<file path="src/core/elst_map.svh">
// Purpose: Offsets, field masks and reset values of the line trigger block
// Assumes: Byte addresses on a 32-bit classic Wishbone slave
// Notes:   Definitions only
`ifndef ELST_MAP_SVH
`define ELST_MAP_SVH

// ==========================================================
// Register offsets
`define ELST_OFF_IMASK   8'h00
`define ELST_OFF_EMASK   8'h04
`define ELST_OFF_RISE    8'h08
`define ELST_OFF_FALL    8'h0C
`define ELST_OFF_SWTRIG  8'h10
`define ELST_OFF_PEND    8'h14

// ==========================================================
// Fields and reset values
`define ELST_LINE_MASK   20'hBFFFF
`define ELST_LINES       20
`define ELST_RST_REG     20'h00000
`define ELST_RST_WORD    32'h00000000

`endif

</file>
<file path="src/core/elst_pkg.sv">
// Purpose: Types shared by the line trigger block
// Assumes: Classic Wishbone, 32-bit data, 8-bit byte address
// Notes:   Request signals travel as one packed struct
`default_nettype none

package elst_pkg;

   typedef logic [19:0] elst_lines_t;

   typedef struct packed {
      logic        cyc;
      logic        stb;
      logic        we;
      logic [7:0]  adr;
      logic [3:0]  sel;
      logic [31:0] dat;
   } elst_wb_req_s;

endpackage

`default_nettype wire

</file>
<file path="src/core/elst_top.sv">
// Purpose: External line controller with software trigger, pending flags and masks
// Assumes: One clock ref_clk_i at 50 MHz, asynchronous active-low reset
// Notes:   Lines 0..17 and 19 exist; bit 18 and bits 31:20 are reserved
//
// How it works
// [RULE_01] Writing one to request bit raises line request
// [RULE_02] Writing zero changes neither request nor pending
// [RULE_03] Request bit clears only via pending write-one
// [RULE_04] Request rising from zero sets pending flag
// [RULE_05] Interrupt and event gated by their masks
// [RULE_06] Edge sets pending; write-one or polarity clears
// [RULE_07] Reserved bits read zero, writes ignored
`include "elst_map.svh"
`default_nettype none

module elst_top
   import elst_pkg::*;
#(
   parameter int NUM_LINES = `ELST_LINES
)
(
   input  wire logic         ref_clk_i,
   input  wire logic         resetn_i,
   input  wire elst_wb_req_s wb_req_i,
   output logic [31:0]       wb_dat_o,
   output logic              wb_ack_o,
   input  wire logic [19:0]  line_i,
   output logic              irq_o,
   output logic              evt_o
);

   // ==========================================================
   // Elaboration check
   if (NUM_LINES != `ELST_LINES)
   begin : g_bad_lines
      $error("elst_top supports exactly 20 line positions");
   end

   localparam elst_lines_t VALID = `ELST_LINE_MASK;

   // ==========================================================
   // Declarations
   elst_lines_t imask;
   elst_lines_t emask;
   elst_lines_t rise_en;
   elst_lines_t fall_en;
   elst_lines_t swtrig;
   elst_lines_t pend;
   elst_lines_t sync_a;
   elst_lines_t sync_b;
   elst_lines_t line_q;
   elst_lines_t edge_hit;
   elst_lines_t wen;
   elst_lines_t wdat;
   elst_lines_t sw_wr;
   elst_lines_t sw_set;
   elst_lines_t pend_clr;
   elst_lines_t pol_clr;
   elst_lines_t pol_only;
   elst_lines_t next_rise;
   elst_lines_t next_fall;
   elst_lines_t next_pend;
   logic [31:0] byte_mask;
   logic [31:0] rdata;
   logic        req;
   logic        wr;

   // ==========================================================
   // Bus decode
   assign req       = wb_req_i.cyc & wb_req_i.stb & ~wb_ack_o;
   assign wr        = req & wb_req_i.we;
   assign byte_mask = {{8{wb_req_i.sel[3]}}, {8{wb_req_i.sel[2]}},
                       {8{wb_req_i.sel[1]}}, {8{wb_req_i.sel[0]}}};
   // Reserved positions never see a write
   assign wen       = byte_mask[19:0] & VALID;  // RULE_07
   assign wdat      = wb_req_i.dat[19:0] & wen;

   assign sw_wr    = (wr && wb_req_i.adr == `ELST_OFF_SWTRIG) ? wdat : `ELST_RST_REG;  // RULE_01
   // Only a zero-to-one change of the request bit makes a new pending edge
   assign sw_set   = sw_wr & ~swtrig;  // RULE_04
   assign pend_clr = (wr && wb_req_i.adr == `ELST_OFF_PEND) ? wdat : `ELST_RST_REG;

   assign next_rise = (wr && wb_req_i.adr == `ELST_OFF_RISE) ?
                      ((rise_en & ~wen) | wdat) : rise_en;
   assign next_fall = (wr && wb_req_i.adr == `ELST_OFF_FALL) ?
                      ((fall_en & ~wen) | wdat) : fall_en;
   assign pol_clr   = (rise_en ^ next_rise) | (fall_en ^ next_fall);  // RULE_06
   assign pol_only  = pol_clr & ~edge_hit & ~sw_set;

   // Set wins over clear so no edge is lost
   assign next_pend = ((pend & ~(pend_clr | pol_clr)) | edge_hit | sw_set) & VALID;  // RULE_06

   // ==========================================================
   // Line inputs: two-stage sync, then edge detect
   always_ff @(posedge ref_clk_i or negedge resetn_i)
   begin
      if (!resetn_i)
      begin
         sync_a <= `ELST_RST_REG;
         sync_b <= `ELST_RST_REG;
         line_q <= `ELST_RST_REG;
      end
      else
      begin
         sync_a <= line_i;
         sync_b <= sync_a;
         line_q <= sync_b;
      end
   end

   for (genvar i = 0; i < NUM_LINES; i++)
   begin : g_edge
      assign edge_hit[i] = VALID[i] & ((rise_en[i] & sync_b[i] & ~line_q[i]) |
                                       (fall_en[i] & ~sync_b[i] & line_q[i]));  // RULE_06
   end

   // ==========================================================
   // Configuration registers
   always_ff @(posedge ref_clk_i or negedge resetn_i)
   begin
      if (!resetn_i)
      begin
         imask   <= `ELST_RST_REG;
         emask   <= `ELST_RST_REG;
         rise_en <= `ELST_RST_REG;
         fall_en <= `ELST_RST_REG;
      end
      else
      begin
         if (wr && wb_req_i.adr == `ELST_OFF_IMASK)
         begin
            imask <= (imask & ~wen) | wdat;
         end
         if (wr && wb_req_i.adr == `ELST_OFF_EMASK)
         begin
            emask <= (emask & ~wen) | wdat;
         end
         rise_en <= next_rise;
         fall_en <= next_fall;
      end
   end

   // ==========================================================
   // Software request and pending flags
   always_ff @(posedge ref_clk_i or negedge resetn_i)
   begin
      if (!resetn_i)
      begin
         swtrig <= `ELST_RST_REG;
         pend   <= `ELST_RST_REG;
      end
      else
      begin
         // Zero bits in the write leave the request alone
         swtrig <= (swtrig & ~pend_clr) | sw_wr;  // RULE_02 RULE_03
         pend   <= next_pend;
      end
   end

   // ==========================================================
   // Interrupt level and event pulse
   always_ff @(posedge ref_clk_i or negedge resetn_i)
   begin
      if (!resetn_i)
      begin
         irq_o <= 1'b0;
         evt_o <= 1'b0;
      end
      else
      begin
         irq_o <= |(pend & imask);                 // RULE_05
         evt_o <= |((edge_hit | sw_set) & emask);  // RULE_05
      end
   end

   // ==========================================================
   // Bus answer: one wait state, unmapped reads give zero
   always_comb
   begin
      rdata = `ELST_RST_WORD;
      case (wb_req_i.adr)
         `ELST_OFF_IMASK:  rdata = {12'h000, imask};
         `ELST_OFF_EMASK:  rdata = {12'h000, emask};
         `ELST_OFF_RISE:   rdata = {12'h000, rise_en};
         `ELST_OFF_FALL:   rdata = {12'h000, fall_en};
         `ELST_OFF_SWTRIG: rdata = {12'h000, swtrig};
         `ELST_OFF_PEND:   rdata = {12'h000, pend};
         default:          rdata = `ELST_RST_WORD;
      endcase
   end

   always_ff @(posedge ref_clk_i or negedge resetn_i)
   begin
      if (!resetn_i)
      begin
         wb_ack_o <= 1'b0;
         wb_dat_o <= `ELST_RST_WORD;
      end
      else
      begin
         wb_ack_o <= req;
         if (req)
         begin
            wb_dat_o <= rdata;  // RULE_07
         end
      end
   end
endmodule

`default_nettype wire

</file>
<file path="config.mk">
export PLATFORM = sky130hd
export DESIGN_NAME = elst_top
export DESIGN_NICKNAME = d
export VERILOG_FILES = /design/src/core/elst_pkg.sv /design/src/core/elst_top.sv
export VERILOG_INCLUDE_DIRS = /design/src /design/src/core
export SDC_FILE = /design/constraint.sdc
export NUM_CORES = 1
export LEC_CHECK = 0
export BUFFER_PORTS_ARGS = -buffer_cell sky130_fd_sc_hd__buf_2
export CAP_MARGIN = 20
export CORE_MARGIN = 2
export CORE_UTILIZATION = 43
export CTS_BUF_LIST = sky130_fd_sc_hd__clkbuf_4
export DETAILED_ROUTE_END_ITERATION = 7
export GPL_ROUTABILITY_DRIVEN = 0
export HOLD_SLACK_MARGIN = 0.03
export MAX_ROUTING_LAYER = met4
export PLACE_DENSITY = 0.72
export SYNTH_ARGS = -nofsm -noshare
export SYNTH_HDL_FRONTEND = slang
export SYNTH_SLANG_ARGS = --single-unit
</file>
<file path="constraint.sdc">
create_clock -name ref_clk_i -period 2 [get_ports ref_clk_i]
set_input_delay 0.4 -clock ref_clk_i [delete_from_list [all_inputs] [get_ports ref_clk_i]]
set_output_delay 0.4 -clock ref_clk_i [all_outputs]
set_load 0.03 [all_outputs]
</file>
==> flow_metrics.py, run 1 <==
metrics = {
    "status": {
        "outcome": "completed",
    },
    "global_routing": {
        "grt_pass1_wl_um": 43700,
        "grt_overflow_total": 0,
        "grt_max_degree": 59,
        "grt_pass1_vias": 7943,
        "track_usage_pct": 24.6,
        "antenna_found_initial": 2,
    },
    "final_layout": {
        "finalInstanceArea_um2": 11700,
        "layout-drive-gt1-share_pct": 27.4,
        "nFillCells": 1915,
        "seq_area_um2": 4830,
        "synthToLayoutAreaGrowth_pct": 22.4,
        "final_nets": 1164,
        "multi_input_area_um2": 4340,
    },
    "cts": {
        "clock_path_buffers": 2,
        "clk_pin_slew_ps": 160,
        "cts_tree": "built",
        "root_buffer": "clkbuf_4",
        "clk_latency_ps": 630,
        "cts_inserted_buffers": 17,
        "cts_max_level": 4,
        "clock_sinks": 193,
    },
    "critical_path": {
        "cp.required_ps": 2460,
        "slowest_delay_ps": 430,
        "critPathMaxFanout": 2,
        "cp-end-kind": "flip-flop",
        "path_class": "flip-flop to flip-flop",
        "cp_slowest_cell": "dfrtp_1",
        "cp-start-kind": "flip-flop",
        "worstPathCellList": "and3b_1 -> o21a_1 -> a2111o_1 -> nor4_2 -> buf_4 -> nand4_1",
        "critPathArrivalTime_ps": 2420,
    },
    "logic_synthesis": {
        "avgSynthCellArea_um2": 10.4,
        "ys_seq_elements": 193,
        "ys_top_cells_by_area": "dfrtp_1 51%, nand2_1 6.4%, mux2_2 5.2%",
        "ys_async_sr_fraction_pct": 100,
        "ys_types": 70,
        "synth_edf_count": 0,
        "synthFlopType": "dfrtp_1",
        "synth_commonest_cells": "193 x dfrtp_1, 162 x nand2_1, 44 x mux2_2",
        "seq_area_frac_synth_pct": 50.7,
        "synth_top_area_share_pct": 50.7,
        "syn_inst": 914,
        "synth_top_area_cell": "dfrtp_1",
        "synthMostInstantiatedCell": "dfrtp_1",
        "yosys_warnings": 0,
        "syn-cell-area_um2": 9520,
    },
    "sta": {
        "timing.final.crit_share_pct": 98.1,
        "slew_headroom_pct": 54.8,
        "period_needed_ps": 1960,
        "fmax_ghz": 0.510,
        "finalSetupViolations": 0,
        "setup_tns_ps": 0,
        "tightest_slew_ps": 671,
        "fin_ws_ps": 38.4,
        "finalClockSkew_ps": 24.8,
        "slew_viol_final": 0,
        "hold_viol": 0,
    },
    "drt": {
        "ant_nets": 0,
        "vias": 8227,
        "totalWireLength_um": 27700,
        "drt_iter0_drc": 797,
        "via_per_inst": 5.92,
        "dr.pass1.iters": 7,
        "drc": 0,
        "wl_per_cell_um": 19.9,
    },
    "placement": {
        "place_ws_ps": -339,
        "portBuffers": 75,
        "hpwl_um": 19600,
        "placed_area_um2": 11100,
    },
    "floorplanning": {
        "start_util_pct": 43.7,
        "chipWidth_um": 153,
        "num_rows": 54,
        "die_h_um": 153,
        "core_um2": 21800,
        "ios": 104,
        "dieArea_um2": 23300,
    },
    "job": {
        "max_cap_viol_count": 0,
    },
    "pwr": {
        "ir_worst_vdd_mv": 0.343,
        "power_density_nw_per_um2": 622,
        "power.total_mw": 7.25,
        "p_leak_nw": 5.31,
    },
    "hold_path": {
        "hp-class": "input port to flip-flop",
    },
}
## layout make-up
| cell class | instances | area share, % |
|---|---|---|
| repair buffers | 220 | 15.1 |
| clock buffers | 17 | 1.10 |
| well taps | 280 | 3.01 |
| diodes | 2 | 0.0430 |
| clock inverters | 14 | 1.28 |
| inverters | 23 | 0.741 |
| flip-flops and latches | 193 | 41.5 |
| multi-input cells | 640 | 37.3 |
## where the power goes
group | total, mW | internal [mW] | leakage (nW) | switching [mW]
Sequential | 4.25 | 4.08 | 2.45 | 0.163
Clock | 2.11 | 0.653 | 0.144 | 1.46
Combinational | 0.891 | 0.351 | 2.72 | 0.540
Total | 7.25 | 5.09 | 5.31 | 2.16
## worst paths after layout
path	startpoint	end	slack, ps	cells past startpoint
max	rise_en[11]$_DFF_PN0_	evt_o$_DFF_PN0_	40	6
max in group asynchronous	resetn_i	async pin	1050	3
max reg2reg	rise_en[11]$_DFF_PN0_	evt_o$_DFF_PN0_	40	6
min in group asynchronous	resetn_i	fall_en[16]$_DFF_PN0_	310	2
min	wb_req_i[4]	fall_en[4]$_DFF_PN0_	70	3
min reg2reg	sync_a[7]$_DFF_PN0_	sync_b[7]$_DFF_PN0_	370	0
## repair_timing
action | in CTS | in global routing
endpoints found under the hold margin | 79 | 0
gates resized for setup | 0 | 3
setup endpoints to repair | 0 | 2
hold buffers | 25 | 0
buffers inserted | 0 | 4
## layout by cell type (no fill, tap or decap), drive strengths merged, types with 5 or more instances in the layout
cell	Yosys	final
nor4	10	10
dlygate4sd3	0	25
a22o	11	11
clkbuf	26	18
mux2	44	44
nand3b	29	29
a21o	5	5
a2bb2oi	8	8
nand2b	28	28
o21ai	20	20
or3	5	5
a41oi	9	9
o31ai	15	15
o221ai	5	5
conb	1	13
dfrtp	193	193
a221o	11	11
a221oi	20	20
o211ai	6	6
clkinv	1	6
and3b	8	8
o22a	11	11
nor3	20	20
nor2	29	29
nand2	162	162
inv	22	28
a21oi	37	37
a211oi	8	8
o2111ai	5	5
nand3	12	12
a22oi	38	38
buf	44	194
a31oi	19	19
nand4	6	6
a21boi	5	5
## layer usage
metal	global-route usage [%]	part of all wire [%]	vias up
met2	36.5	46	406
li1	-	-	3731
met1	34.1	43	4037
met4	8.95	2.3	0
met5	-	0	-
met3	4.24	8.4	53
## through the flow
| step | hold WS (ps) | utilization, % | instances |
|---|---|---|---|
| after floorplan | 104 | - | 926 |
| after global placement | 332 | 50.9 | 1327 |
| after detailed placement | 335 | 50.9 | 1327 |
| after CTS | 36.4 | 53.4 | 1383 |
| after global routing | 49.6 | 53.6 | 1389 |
| final | 72.2 | 53.6 | 1389 |
## critical path: cells and delay by family, from the launching register on
kind | cells | cell delay, ps
AND/OR/NAND/NOR | 3 | 640
AO/OA/AOI/OAI | 2 | 590
flip-flops | 1 | 430
buffers and inverters | 1 | 150
## logic make-up (layout without fill, tap and decap cells)
| logic type | count (synthesis) | in the layout | share of synthesized area, % |
|---|---|---|---|
| AND/OR/NAND/NOR | 332 | 332 | 19.6 |
| buffers and inverters | 93 | 274 | 4.93 |
| multiplexers | 44 | 44 | 5.21 |
| flip-flops | 193 | 193 | 50.7 |
| other | 1 | 15 | 0.0394 |
| AO/OA/AOI/OAI | 251 | 251 | 19.5 |
Power figures use the tool's default switching activity.
==> run 2, diff against run 1 <==
ABC_AREA = 1   (was unset)
PLACE_DENSITY = 0.7   (was 0.72)
clock period = 2.4 ns   (was 2 ns; I/O delays follow)
==> run 2 against run 1 <==
  * Die area decreased by 0.46%
  * Flip-flop and latch count is the same
  * Area after synthesis is 0.47% lower
  * Largest cell class unchanged
  * Routed wire length decreased by 4.4%
  * Clock power fell by 23%
  * Via count grew 2.9%
  * Combinational power is 27% lower
  * Core utilization is 4.4 points lower
  * Fmax grew 4.1%
  * Clock skew is 3.8 ps lower
  * Critical path depth rose by 5
==> flow_metrics.py, run 2 <==
metrics = {
    "cts": {
        "cts_inserted_buffers": 17,
        "cts_tree": "built",
        "clock_path_buffers": 2,
        "postCtsSetupBuffers": 0,
        "clk_latency_ps": 580,
        "cts_max_level": 4,
        "clock_sinks": 193,
        "root_buffer": "clkbuf_4",
        "clk_pin_slew_ps": 150,
    },
    "floorplanning": {
        "num_rows": 54,
        "core_um2": 21700,
        "start_util_pct": 43.7,
        "dieArea_um2": 23200,
        "chipWidth_um": 152,
        "ios": 104,
        "die_h_um": 152,
    },
    "sta": {
        "finalSetupViolations": 0,
        "tightest_slew_ps": 544,
        "slew_headroom_pct": 63.7,
        "whs_ps": 202,
        "setup_tns_ps": 0,
        "hold_viol": 0,
        "rsz0062_at_grt": "no",
        "finalClockSkew_ps": 20.9,
        "slew_viol_final": 0,
        "fin_ws_ps": 515,
        "period_needed_ps": 1880,
        "fmax_ghz": 0.531,
        "timing.final.crit_share_pct": 78.5,
    },
    "job": {
        "max_cap_viol_count": 0,
    },
    "logic_synthesis": {
        "ys_async_sr_fraction_pct": 100,
        "synthFlopType": "dfrtp_1",
        "ys_seq_elements": 193,
        "synth_top_family_by_area": "simple AND/OR/NAND/NOR gates",
        "syn_inst": 1162,
        "ys_top_cells_by_area": "dfrtp_1 51%, nand2_1 9.3%, inv_1 7.8%",
        "yosys.area_share.simple_pct": 24.1,
        "seq_area_frac_synth_pct": 51.0,
        "synthMostInstantiatedCell": "nand2_1",
        "ys_types": 31,
        "syn-cell-area_um2": 9470,
        "avgSynthCellArea_um2": 8.15,
        "synth_top_area_cell": "dfrtp_1",
        "yosys_warnings": 0,
        "synth_xor_area_share_pct": 0,
        "synth_top_area_share_pct": 51.0,
        "yosys.area_share.adder_pct": 0,
        "synth_edf_count": 0,
        "synth_compound_area_share_pct": 12.7,
        "synthMuxAreaShare_pct": 0,
        "synth_commonest_cells": "234 x nand2_1, 197 x inv_1, 193 x dfrtp_1",
    },
    "global_routing": {
        "antenna_found_initial": 1,
        "grt_pass1_vias": 7785,
        "track_usage_pct": 23.7,
        "grt_overflow_total": 0,
        "grt_max_degree": 58,
        "grt_pass1_wl_um": 42000,
    },
    "critical_path": {
        "critPathMaxFanout": 21,
        "cp-start-kind": "flip-flop",
        "cp.required_ps": 2870,
        "cp-end-kind": "flip-flop",
        "critPathArrivalTime_ps": 2350,
        "path_class": "flip-flop to flip-flop",
    },
    "final_layout": {
        "layout_common_cells": "234 x nand2_1, 197 x inv_1, 193 x dfrtp_1",
        "synthToLayoutAreaGrowth_pct": 12.4,
        "finalNonFillerCells": 1557,
        "post-route-util_pct": 49.1,
        "final_nets": 1331,
        "finalInstanceArea_um2": 10700,
        "layout-drive-gt1-share_pct": 12.9,
        "nFillCells": 2092,
        "layout_commonest_cell": "nand2_1",
    },
    "pwr": {
        "ir_worst_vdd_mv": 0.324,
        "p_leak_nw": 5.51,
        "power_density_nw_per_um2": 538,
        "power.total_mw": 5.73,
    },
    "drt": {
        "ant_nets": 0,
        "dr.pass1.iters": 7,
        "drc": 0,
        "totalWireLength_um": 26400,
        "via_per_inst": 5.44,
        "drt_iter0_drc": 828,
        "vias": 8469,
        "wl_per_cell_um": 17.0,
    },
    "status": {
        "outcome": "completed",
    },
    "placement": {
        "hpwl_um": 17900,
        "place_ws_ps": 238,
        "dp.cells": 1503,
        "portBuffers": 75,
        "placed_area_um2": 10200,
    },
    "hold_path": {
        "hp-class": "input port to flip-flop",
    },
}
run 2: timing repair:
action | CTS | global route
hold endpoints to repair | 71 | 0
hold buffers | 20 | 0
resized for setup | 0 | 0
run 2: cells by family after synthesis:
group | after synthesis
simple gates | 497
buf+inv | 265
compound gates | 206
flops | 193
other cells | 1
run 2: path summary, 6_finish.rpt:
path	from	slack (ps)	to	depth (start not counted)
max in group asynchronous	resetn_i	1280	sync_b[2]$_DFF_PN0_	3
worst max-delay path	wb_ack_o$_DFF_PN0_	520	pend[5]$_DFF_PN0_	11
worst min register to register	sync_a[17]$_DFF_PN0_	350	sync_b[17]$_DFF_PN0_	0
worst min-delay path	wb_req_i[13]	200	flip-flop	3
min in group asynchronous	resetn_i	410	sync_a[7]$_DFF_PN0_	2
worst max register to register	wb_ack_o$_DFF_PN0_	520	pend[5]$_DFF_PN0_	11
run 2: cell type report:
| cell class | count | area (µm²) | share of cell area (%) |
|---|---|---|---|
| Sequential cell | 193 | 4830 | 45.3 |
| Multi-Input combinational cell | 716 | 3540 | 33.2 |
| Timing Repair Buffer | 128 | 907 | 8.52 |
| Inverter | 206 | 773 | 7.26 |
| Tap cell | 280 | 350 | 3.29 |
| Clock buffer | 21 | 158 | 1.48 |
| Clock inverter | 11 | 90.1 | 0.846 |
| Antenna cell | 2 | 5.00 | 0.0470 |
run 2: routing by layer:
layer  track usage (%)  up-vias  part of all wire [%]
li1                  -     4009                     -
met1              32.7     3993                    43
met2              36.1      405                    46
met3              4.27       62                   8.8
met4              7.36        0                   2.4
met5                 -        -                     0
run 2: report_power, final:
group          internal, mW  switching (mW)  leakage (nW)  total (mW)
clock                 0.549            1.08         0.130        1.63
combinational         0.187           0.459          3.06       0.646
sequential             3.37          0.0861          2.33        3.46
run 2: critical path, stage by stage (launching register included):
cell     delay [ps]
dfrtp_1         400
inv_1            60
nand3_2         120
nor2_8          220
inv_2           110
nor2_8          310
buf_12          220
nand4_1          90
nand2_1          80
nor3_1           50
nand2_1          60
nand2_1          40
==> run 3, diff against run 2 <==
ABC_AREA = 0   (was 1)
PLACE_DENSITY = 0.72   (was 0.7)
clock period = 1.66 ns   (was 2.4 ns; I/O delays follow)
==> run 3 against run 2 <==
  * The flow now finishes with violations (negative setup slack)
  * Critical path type unchanged
  * Cell count is 6.6% lower
  * Largest power group unchanged
  * Worst setup slack worse by 760 ps
  * Clock-buffer cell count is 3 lower
  * Sequential share of layout area shrank 7.8 points
==> flow_metrics.py, run 3 (same netlist as run 1, synthesis figures left out) <==
metrics = {
    "status": {
        "outcome": "finished with violations",
        "failed_checks": "negative setup slack",
    },
    "floorplanning": {
        "core_um2": 21800,
        "num_rows": 54,
        "die_h_um": 153,
        "start_util_pct": 43.7,
        "chipWidth_um": 153,
        "dieArea_um2": 23300,
        "ios": 104,
    },
    "placement": {
        "place_ws_ps": -613,
        "placed_area_um2": 11400,
        "hpwl_um": 20600,
        "portBuffers": 75,
        "dp.cells": 1366,
    },
    "cts": {
        "clk_latency_ps": 590,
        "clock_sinks": 193,
        "cts_tree": "built",
        "cts_max_level": 4,
        "root_buffer": "clkbuf_4",
        "cts_inserted_buffers": 17,
        "clock_path_buffers": 2,
        "clk_pin_slew_ps": 160,
    },
    "hold_path": {
        "hp-class": "input port to flip-flop",
    },
    "global_routing": {
        "track_usage_pct": 26.4,
        "antenna_found_initial": 1,
        "grt_max_degree": 55,
        "grt_overflow_total": 0,
        "grt_pass1_wl_um": 47100,
        "grt_pass1_vias": 8569,
    },
    "critical_path": {
        "path_class": "flip-flop to flip-flop",
        "critPathArrivalTime_ps": 2370,
        "cp-end-kind": "flip-flop",
        "cp.required_ps": 2130,
        "critPathMaxFanout": 7,
        "cp-start-kind": "flip-flop",
    },
    "drt": {
        "ant_nets": 0,
        "totalWireLength_um": 30500,
        "drt_iter0_drc": 984,
        "vias": 8709,
        "via_per_inst": 5.99,
        "dr.pass1.iters": 7,
        "wl_per_cell_um": 21.0,
        "drc": 0,
    },
    "pwr": {
        "power_density_nw_per_um2": 706,
        "internal-power_mw": 6.50,
        "p_switching_mw": 2.58,
        "p_leak_nw": 5.87,
        "pwr-share-clk_pct": 29.7,
        "ir_worst_vdd_mv": 0.426,
        "p_sw_share_pct": 28.4,
        "seqPwrFrac_pct": 56.5,
        "power_frac_comb_pct": 13.7,
    },
    "sta": {
        "period_needed_ps": 1900,
        "finalSetupViolations": 110,
        "fin_ws_ps": -241,
        "finalClockSkew_ps": 15.8,
        "timing.final.crit_share_pct": 115,
        "setup_tns_ps": -11150,
        "rsz0062_at_grt": "yes",
        "slew_viol_final": 0,
        "hold_viol": 0,
        "fmax_ghz": 0.526,
        "slew_headroom_pct": 54.1,
        "tightest_slew_ps": 681,
    },
    "final_layout": {
        "post-route-util_pct": 59.1,
        "layout_common_cells": "192 x dfrtp_1, 132 x nand2_1, 123 x buf_4",
        "synthToLayoutAreaGrowth_pct": 35.1,
        "layout-drive-gt1-share_pct": 36.8,
        "finalNonFillerCells": 1455,
        "layout_commonest_cell": "dfrtp_1",
        "finalInstanceArea_um2": 12900,
        "final_nets": 1229,
    },
    "job": {
        "max_cap_viol_count": 0,
    },
}
-- run 3: cell types whose count changed in the layout (fill, tap and decap cells not counted), moves of 39 or more --
cell / delta
nand4_1: -71
o22ai_1: -39
buf_4: +96
nor2_1: -73
o21ai_0: -81
inv_1: -175
nand2_1: -102
-- run 3: cell type report --
class | instances | area, µm²
Antenna cell | 2 | 5.00
Clock buffer | 18 | 135
Clock inverter | 14 | 164
Fill cell | 1771 | 8900
Inverter | 23 | 91.3
Multi-Input combinational cell | 640 | 4800
Sequential cell | 193 | 4830
Tap cell | 280 | 350
Timing Repair Buffer | 285 | 2480
-- run 3: repair_timing --
item                                    4_1_cts  5_1_grt
endpoints found under the setup margin      110      122
cloned                                        4        3
setup buffers                                13       13
pin swaps                                    26       24
gates resized for setup                      73       69
hold buffers                                 26        1
hold endpoints to repair                    222        1
-- run 3: stage by stage --
step	hold WS (ps)	total power, mW
after floorplan	36.4	5.77
after global placement	196	6.25
after detailed placement	196	6.28
after CTS	45.1	9.07
after global routing	67.1	9.47
final	121	9.08
-- run 3: power groups by stage --
stage / sequential (mW) / clock (mW) / combinational (mW)
floorplan: 5.27 / 0 / 0.496
global placement: 5.19 / 0 / 1.06
detailed placement: 5.19 / 0 / 1.08
CTS: 5.11 / 2.76 / 1.20
global route: 5.16 / 2.97 / 1.34
finish: 5.13 / 2.70 / 1.25
-- run 3: worst paths after layout --
check	start	endpoint	slack, ps	cells past startpoint
setup / recovery	wb_ack_o$_DFF_PN0_	pend[11]$_DFF_PN0_	-240	7
hold / removal	wb_req_i[8]	rise_en[8]$_DFF_PN0_	120	4
setup reg to reg	wb_ack_o$_DFF_PN0_	pend[11]$_DFF_PN0_	-240	7
hold reg to reg	sync_a[8]$_DFF_PN0_	sync_b[8]$_DFF_PN0_	360	0
max in group asynchronous	resetn_i	sync_a[11]$_DFF_PN0_	910	3
min in group asynchronous	resetn_i	pend[2]$_DFF_PN0_	130	2
-- run 3: per-layer routing --
metal	track usage (%)	share of wire [%]	wire [µm]	up-vias
met5	-	0	0	-
met4	9.61	4.0	1230	0
met3	5.40	8.6	2630	91
met2	40.6	46	14100	489
met1	34.8	41	12600	4262
li1	-	-	-	3867
-- run 3: critical path: stages (launching register included) --
cell,delay [ps]
dfrtp_2,420
buf_4,140
and4b_2,310
buf_6,140
nand3_1,160
buf_6,200
o31ai_1,250
o221ai_1,160
